==> config.mk <==
export PLATFORM = sky130hd
export DESIGN_NAME = iirop_port
export DESIGN_NICKNAME = d
export VERILOG_FILES = /design/src/pkg/iirop_pkg.sv /design/src/pkg/iirop_dec_if.sv /design/src/iirop_decode.sv /design/src/iirop_port.sv
export VERILOG_INCLUDE_DIRS = /design/src /design/src/pkg
export SDC_FILE = /design/constraint.sdc
export NUM_CORES = 1
export LEC_CHECK = 0
export BUFFER_PORTS_ARGS = -buffer_cell sky130_fd_sc_hd__buf_4
export CORE_UTILIZATION = 49
export DETAILED_ROUTE_END_ITERATION = 6
export PLACE_DENSITY = 0.74
export SYNTH_ARGS = -nofsm -noshare
export SYNTH_HDL_FRONTEND = slang
export SYNTH_SLANG_ARGS = --single-unit
export TNS_END_PERCENT = 20
==> constraint.sdc <==
create_clock -name clk -period 1.9 [get_ports clk]
set_clock_uncertainty 0.15 [all_clocks]
set_input_delay 0.095 -clock clk [delete_from_list [all_inputs] [get_ports clk]]
set_output_delay 0.095 -clock clk [all_outputs]
set_load 0.005 [all_outputs]
==> src/pkg/iirop_regs.svh <==
`ifndef IIROP_REGS_SVH
`define IIROP_REGS_SVH

// register offsets within the four-location window
`define IIROP_OFF_SENSOR      2'h0
`define IIROP_OFF_SPARE_LO    2'h1
`define IIROP_OFF_RELAY       2'h2
`define IIROP_OFF_SPARE_HI    2'h3

// address field positions
`define IIROP_ADDR_W          10
`define IIROP_SEL_LSB         0
`define IIROP_SEL_MSB         1
`define IIROP_BASE_LSB        2
`define IIROP_BASE_MSB        9
`define IIROP_PAGE_LSB        8
`define IIROP_PAGE_MSB        9
`define IIROP_PAGE_NONE       2'h0

// data and reset values
`define IIROP_DATA_W          8
`define IIROP_RELAY_RESET     8'h00
`define IIROP_SPARE_READ      8'hFF
`define IIROP_OUT_IDLE        8'h00
`define IIROP_IRQ_LINES       6

// timing
`define IIROP_CLK_MHZ         40
`define IIROP_RELAY_OPERATE_US 500

`endif

==> src/pkg/iirop_pkg.sv <==
`include "iirop_regs.svh"

package iirop_pkg;

  // location selected by the two low address bits
  typedef enum logic [1:0] {
    IIROP_SEL_SENSOR  = `IIROP_OFF_SENSOR,
    IIROP_SEL_SPARE_L = `IIROP_OFF_SPARE_LO,
    IIROP_SEL_RELAY   = `IIROP_OFF_RELAY,
    IIROP_SEL_SPARE_H = `IIROP_OFF_SPARE_HI
  } iirop_sel_t;

  // bus access sequencer, gray along idle -> access -> idle
  typedef enum logic [1:0] {
    IIROP_ST_IDLE  = 2'h0,
    IIROP_ST_READ  = 2'h1,
    IIROP_ST_WRITE = 2'h2
  } iirop_state_t;

  // location code from a full i/o address
  function automatic iirop_sel_t iirop_sel_of(input logic [`IIROP_ADDR_W-1:0] addr);
    iirop_sel_of = iirop_sel_t'(addr[`IIROP_SEL_MSB:`IIROP_SEL_LSB]);
  endfunction : iirop_sel_of

endpackage : iirop_pkg

==> src/pkg/iirop_dec_if.sv <==
`include "iirop_regs.svh"

interface iirop_dec_if;
  import iirop_pkg::*;
  logic [`IIROP_ADDR_W-1:0] addr;
  logic                     aen;
  logic [7:0]               base_sw;
  logic                     hit;
  iirop_sel_t               sel;

  modport requester (output addr, output aen, output base_sw, input hit, input sel);
  modport decoder   (input addr, input aen, input base_sw, output hit, output sel);
endinterface : iirop_dec_if

==> src/iirop_decode.sv <==
`include "iirop_regs.svh"

module iirop_decode
  import iirop_pkg::*;
(
  iirop_dec_if.decoder dec  // address, switch and match result
);

  logic page_ok;
  logic base_eq;

  // window must sit in 100h..3ffh, base bits against switches
  assign page_ok = dec.addr[`IIROP_PAGE_MSB:`IIROP_PAGE_LSB] != `IIROP_PAGE_NONE;
  // closed switch reads 0 and matches a 0 address bit
  assign base_eq = dec.addr[`IIROP_BASE_MSB:`IIROP_BASE_LSB] == dec.base_sw;
  assign dec.hit = page_ok && base_eq && !dec.aen;
  // two low bits pick one of four locations
  assign dec.sel = iirop_sel_of(dec.addr);

endmodule : iirop_decode

==> src/iirop_port.sv <==
`include "iirop_regs.svh"

// Function
// read at offset zero returns sensor byte; writes there do nothing.
// sensor bit reads 0 when energised, 1 when undriven.
// write at offset two latches relay byte; 1 closes a relay.
// read at offset two returns inverse of the relay latch.
// offsets one and three decode but carry no function.
// only the relay location accepts writes.
// base address selectable within 100h to 3ffh.
// all transfers are one byte over an 8-bit data path.
// host must not toggle relays faster than their operate time.
// four locations: low two bits select, upper bits match base.
// closed switch matches address 0, open switch matches 1.
// enabled jumper raises chosen irq when sensor bit zero falls.
// reset opens all relays until the first host write.
module iirop_port
  import iirop_pkg::*;
#(
  parameter int unsigned OPERATE_CYCLES = `IIROP_RELAY_OPERATE_US * `IIROP_CLK_MHZ
)
(
  input  wire logic                      clk,             // 40 mhz clock
  input  wire logic                      reset,           // sync reset, active high
  input  wire logic [`IIROP_ADDR_W-1:0]  io_addr,         // host i/o address
  input  wire logic                      io_aen,          // dma cycle, high blocks decode
  input  wire logic                      io_rd_n,         // host read strobe
  input  wire logic                      io_wr_n,         // host write strobe
  input  wire logic [7:0]                io_data_in,      // host data bus in
  output logic      [7:0]                io_data_out,     // data bus out
  output logic                           io_data_oe,      // high while driving bus
  input  wire logic [7:0]                sensor_n,        // isolator outputs, low = energised
  input  wire logic [7:0]                base_address_switch, // closed switch = 0
  input  wire logic [5:0]                interrupt_select_jumper, // one-hot irq 2..7
  output logic      [7:0]                relay_drive,     // bit0 relay_zero .. bit7 relay_seven
  output logic      [5:0]                irq_request,     // irq lines 2..7
  output logic                           relays_settled   // contacts past operate time
);

  localparam int SYNC_W = `IIROP_ADDR_W + 3 + 8 + 8 + 8 + 6;
  localparam int CNT_W  = $clog2(OPERATE_CYCLES + 1);

  logic [SYNC_W-1:0]        meta_reg;
  logic [SYNC_W-1:0]        sync_reg;
  logic [`IIROP_ADDR_W-1:0] addr_s;
  logic                     aen_s;
  logic                     rd_s;
  logic                     wr_s;
  logic [7:0]               data_s;
  logic [7:0]               sensor_s;
  logic [7:0]               switch_s;
  logic [5:0]               jumper_s;
  logic                     bit0_prev_reg;
  iirop_state_t             state_reg;
  iirop_state_t             state_next;
  iirop_sel_t               sel_reg;
  logic [7:0]               relay_reg;
  logic [7:0]               relay_next;
  logic [7:0]               wr_data_reg;
  logic [7:0]               dout_reg;
  logic [7:0]               dout_next;
  logic                     oe_reg;
  logic                     irq_pend_reg;
  logic [5:0]               irq_reg;
  logic [CNT_W-1:0]         settle_reg;
  logic                     settled_reg;
  logic                     rd_start;
  logic                     wr_start;
  logic                     wr_end;
  logic                     bit0_fall;
  logic                     sensor_read;

  iirop_dec_if dec ();
  iirop_decode u_decode (.dec(dec));

  // two-flop synchroniser for every pin input except clk and reset
  always_ff @(posedge clk)
  begin
    meta_reg <= {io_addr, io_aen, ~io_rd_n, ~io_wr_n, io_data_in, sensor_n,
                 base_address_switch, interrupt_select_jumper};
    sync_reg <= meta_reg;
  end

  assign {addr_s, aen_s, rd_s, wr_s, data_s, sensor_s, switch_s, jumper_s} = sync_reg;

  // address match in the decoder
  assign dec.addr    = addr_s;
  assign dec.aen     = aen_s;
  assign dec.base_sw = switch_s;

  // access starts only from idle with a matched address
  assign rd_start = (state_reg == IIROP_ST_IDLE) && rd_s && dec.hit;
  assign wr_start = (state_reg == IIROP_ST_IDLE) && wr_s && !rd_s && dec.hit;
  assign wr_end   = (state_reg == IIROP_ST_WRITE) && !wr_s;

  // access sequencer next state
  always_comb
  begin
    state_next = state_reg;
    unique case (state_reg)
      IIROP_ST_IDLE:
      begin
        if (rd_start)
          state_next = IIROP_ST_READ;
        else if (wr_start)
          state_next = IIROP_ST_WRITE;
      end
      IIROP_ST_READ:
      begin
        if (!rd_s)
          state_next = IIROP_ST_IDLE;
      end
      IIROP_ST_WRITE:
      begin
        if (!wr_s)
          state_next = IIROP_ST_IDLE;
      end
      default:
        state_next = IIROP_ST_IDLE;
    endcase
  end

  // sequencer state and captured location
  always_ff @(posedge clk)
  begin
    if (reset)
    begin
      state_reg <= IIROP_ST_IDLE;
      sel_reg   <= IIROP_SEL_SENSOR;
    end
    else
    begin
      state_reg <= state_next;
      if (rd_start || wr_start)
        sel_reg <= dec.sel;
    end
  end

  // write data follows the bus until the strobe ends
  always_ff @(posedge clk)
  begin
    if (reset)
      wr_data_reg <= `IIROP_RELAY_RESET;
    else if (wr_start || state_reg == IIROP_ST_WRITE)
      wr_data_reg <= data_s;
  end

  // relay latch commits once at strobe end, relay location only
  always_comb
  begin
    relay_next = relay_reg;
    if (wr_end && sel_reg == IIROP_SEL_RELAY)
      relay_next = wr_data_reg;
  end

  always_ff @(posedge clk)
  begin
    if (reset)
      relay_reg <= `IIROP_RELAY_RESET;
    else
      relay_reg <= relay_next;
  end

  // read data by location
  always_comb
  begin
    dout_next = `IIROP_OUT_IDLE;
    unique case (dec.sel)
      IIROP_SEL_SENSOR:  dout_next = sensor_s;
      IIROP_SEL_RELAY:   dout_next = ~relay_reg;
      IIROP_SEL_SPARE_L: dout_next = `IIROP_SPARE_READ;
      IIROP_SEL_SPARE_H: dout_next = `IIROP_SPARE_READ;
    endcase
  end

  // bus drive held from decode to strobe release
  always_ff @(posedge clk)
  begin
    if (reset)
    begin
      dout_reg <= `IIROP_OUT_IDLE;
      oe_reg   <= 1'b0;
    end
    else if (rd_start)
    begin
      dout_reg <= dout_next;
      oe_reg   <= 1'b1;
    end
    else if (state_reg == IIROP_ST_READ && rd_s)
    begin
      if (sel_reg == IIROP_SEL_SENSOR)
        dout_reg <= sensor_s;
    end
    else
    begin
      dout_reg <= `IIROP_OUT_IDLE;
      oe_reg   <= 1'b0;
    end
  end

  // interrupt on falling sensor bit zero, cleared by reading sensors
  assign bit0_fall   = bit0_prev_reg && !sensor_s[0];
  assign sensor_read = rd_start && dec.sel == IIROP_SEL_SENSOR;

  always_ff @(posedge clk)
  begin
    if (reset)
    begin
      bit0_prev_reg <= 1'b1;
      irq_pend_reg  <= 1'b0;
      irq_reg       <= '0;
    end
    else
    begin
      bit0_prev_reg <= sensor_s[0];
      if (bit0_fall) // set wins over clear
        irq_pend_reg <= 1'b1;
      else if (sensor_read)
        irq_pend_reg <= 1'b0;
      irq_reg <= (bit0_fall || irq_pend_reg) ? jumper_s : '0;
    end
  end

  // contact settle timer restarts on each relay change
  always_ff @(posedge clk)
  begin
    if (reset)
    begin
      settle_reg  <= '0;
      settled_reg <= 1'b1;
    end
    else if (relay_next != relay_reg)
    begin
      settle_reg  <= CNT_W'(OPERATE_CYCLES);
      settled_reg <= 1'b0;
    end
    else if (settle_reg != '0)
    begin
      settle_reg  <= settle_reg - 1'b1;
      settled_reg <= (settle_reg == CNT_W'(1));
    end
  end

  assign io_data_out    = dout_reg;
  assign io_data_oe     = oe_reg;
  assign relay_drive    = relay_reg;
  assign irq_request    = irq_reg;
  assign relays_settled = settled_reg;
endmodule : iirop_port

==> impl_metrics.env <==
export IMPL_cp_required_ns=2.15
export IMPL_reg2regPathDepth=7
export IMPL_r2r_end="wr_data_reg[6]"
export IMPL_crit_slowest_cell="or4_4"
export IMPL_synth_seq_cells=139
export IMPL_rsz0062_at_grt="true"
export IMPL_die_w_microns=94.3
export IMPL_core_sq_um=8220
export IMPL_track_usage_pct=21.0
export IMPL_slew_headroom_pct=39.3
export IMPL_critical_path_max_fanout=8
export IMPL_status="finished, violations left"
export IMPL_post_drt_via_cell_ratio=4.85
export IMPL_path_depth=7
export IMPL_grt_pass1_vias=3064
export IMPL_setup_viol=1
export IMPL_reg2reg_slack_ns=-0.004
export IMPL_p_total_mw=7.94
export IMPL_cp_data_arrival_time_ns=2.15
export IMPL_core_rowCount=33
export IMPL_crit_path_end_kind="flop"
export IMPL_netlist_area_sq_um=4180
export IMPL_path_delay_family="simple AND/OR/NAND/NOR gates"
export IMPL_cp_start_kind="flop"
export IMPL_cp_slowest_stage_delay_ns=0.43
export IMPL_wl_per_cell_microns=13.6
export IMPL_cts_path_max_buffers=2
export IMPL_grt_max_degree=30
export IMPL_clk_pin_slew_worst_paths_ns=0.06
export IMPL_cp_endpoint="wr_data_reg[6]"
export IMPL_diodes=0
export IMPL_path_cells="xor2_1 > or4_4 > nor4_4 > buf_4 > a31oi_2 > buf_12 > mux2i_1"
export IMPL_wl_microns=8540
export IMPL_synth_cells=368
export IMPL_die_y_microns=94.3
export IMPL_period_share_pct=100
export IMPL_drc=0
export IMPL_nNetsFinal=558
export IMPL_ys_seq_area_share_pct=66.6
export IMPL_worstMarginPinSlew_ns=0.905
export IMPL_insertion_delay_ns=0.51
export IMPL_initial_core_util_pct=50.8
export IMPL_cts_sinks=139
export IMPL_drive_above_1_share_pct=27.3
export IMPL_die_area_sq_um=8900
export IMPL_cp_startpoint="sync_reg[7]"
export IMPL_violations="setup timing"
export IMPL_yosysUniqueCellTypes=39
export IMPL_crit_type="reg -> reg"
export IMPL_fin_ws_ns=-0.00427
export IMPL_fin_crit_ns=1.90
export IMPL_cts_inserted_buffers=17
export IMPL_overflow=0
export IMPL_reg2reg_from="sync_reg[7]"
export IMPL_place_congestion=0.839
export IMPL_hpwl_microns=5100
export IMPL_worstHoldPathType="in -> reg"
export IMPL_cap_violations=0
export IMPL_io_buffers=68
export IMPL_avgSynthCellArea_sq_um=11.4
export IMPL_path_buf_inv=2
export IMPL_grt_pass1_wl_microns=13800
export IMPL_finalHoldViolations=0
export IMPL_fmax_mhz=525
export IMPL_synth_fp_nets=415
export IMPL_ioPinCount=69
export IMPL_antenna_left=0
export IMPL_cts_root_buf="clkbuf_8"
export IMPL_slew_viol_final=0
export IMPL_synthToLayoutAreaGrowth_pct=44.8
export IMPL_num_vias=3048
export IMPL_post_route_util_pct=73.6
export IMPL_htreeDepth=4
export IMPL_drt_iter0_markers=110
export IMPL_drt_pass1_iterations=4
export IMPL_antenna_found_initial=0
export IMPL_ir_drop_uv=805
export IMPL_pwr_density_cell_nw_per_um2=1310
export IMPL_synth_warnings=0
export IMPL_cts_tree="done"
export IMPL_power_leakage_nw=2.67
==> how the worst min path moves through the flow <==
stage | slack [ns] | to | from | cells after the start
finish | 0.07 | meta_reg[34] | io_addr[1] | 2
global route | 0.05 | meta_reg[10] | base_address_switch[4] | 2
CTS | 0.06 | meta_reg[19] | sensor_n[5] | 2
detailed placement | 0.05 | meta_reg[27] | io_data_in[5] | 1
global placement | 0.05 | meta_reg[28] | io_data_in[6] | 1
floorplan | -0.03 | meta_reg[0] | interrupt_select_jumper[0] | 0
==> cells in the mapped netlist <==
cell	n	area, sq um
buf_4	1	7.51
o2111ai_1	1	8.76
and2_1	6	37.5
mux2i_1	20	200
o41a_1	1	11.3
o31ai_1	2	15.0
nor4_2	1	12.5
o21a_1	1	7.51
clkbuf_1	9	33.8
a31oi_1	8	50.1
a21oi_1	17	85.1
nand2_1	38	143
nand2b_1	2	12.5
nor2b_1	2	12.5
nand3_1	4	20.0
a2bb2oi_1	1	8.76
o211ai_1	8	60.1
nor2_1	38	143
buf_1	1	3.75
inv_1	7	26.3
o311ai_1	1	8.76
buf_2	1	5.00
a211oi_1	2	15.0
or4_4	2	22.5
a31oi_2	1	12.5
a41o_1	2	20.0
xor2_1	10	87.6
or2_2	1	6.26
xnor2_1	15	131
nor4_4	1	21.3
nor4_1	7	43.8
nor3_1	2	10.0
o21ai_0	8	40.0
nand4_1	2	12.5
nor4b_1	2	17.5
nor3b_2	1	12.5
o21ai_1	1	5.00
dfxtp_1	139	2780
ha_1	2	25.0
==> final cells by class <==
cell class	instances	area (sq um)
flip-flops and latches	139	2780
fillers	536	2170
multi-input cells	210	1400
repair buffers	136	1150
clock buffers	19	432
well taps	105	131
clock inverters	13	130
inverters	7	26.3
==> report_power, final <==
group / total (mW) / switching [mW] / internal [mW]
combinational: 1.55 / 0.749 / 0.804
sequential: 3.32 / 0.170 / 3.15
clock: 3.06 / 1.26 / 1.80
==> layer usage <==
| metal | up-vias | wire, microns | GRT usage [%] |
|---|---|---|---|
| li1 | 1546 | - | - |
| met1 | 1419 | 3470 | 22.1 |
| met2 | 67 | 4550 | 37.0 |
| met3 | 16 | 320 | 7.00 |
| met4 | 0 | 202 | 11.2 |
| met5 | - | 0 | 0 |
==> cells by family (layout without fill, tap and decap cells) <==
group	after synthesis	after routing	synth area share, %
XOR/XNOR	25	25	5.24
multiplexers	20	20	4.79
AO/OA/AOI/OAI	54	54	8.33
AND/OR/NAND/NOR	109	109	12.6
adder cells (fa/ha/maj)	2	2	0.599
buffers and inverters	19	175	1.83
flip-flops	139	139	66.6
==> timing repair <==
item | 4_1_cts | 5_1_grt
pin swaps | 2 | 13
gates resized for setup | 2 | 14
hold buffers | 44 | 0
endpoints found under the setup margin | 18 | 25
buffers inserted | 0 | 1
hold endpoints to repair | 61 | 0
==> cells in the final DEF, fill, tap and decap left out, drive strengths merged, types with 8 or more instances in the layout <==
cell type,count
a21oi,17
nor4,9
mux2i,20
o211ai,8
xor2,10
dfxtp,139
clkbuf,19
nor2,38
o21ai,9
a31oi,9
nand2,38
inv,14
buf,92
dlygate4sd3,44
xnor2,15
==> per-stage QoR <==
| step | setup WS (ns) | TNS, ns | hold slack [ns] | std cells | area, sq um |
|---|---|---|---|---|---|
| 3_5_place_dp | -0.0848 | -0.815 | 0.0504 | 552 | 4960 |
| 4_1_cts | -0.0290 | -0.0741 | 0.0592 | 628 | 5980 |
| 3_3_place_gp | -0.0374 | -0.190 | 0.0492 | 552 | 4960 |
| 6_report | -0.00427 | -0.00427 | 0.0686 | 629 | 6050 |
| 5_1_grt | -0.0827 | -0.554 | 0.0492 | 629 | 6050 |
| 2_1_floorplan | 0.0212 | 0 | -0.0273 | 368 | 4180 |
No activity file was read; power rests on OpenSTA's default activity.
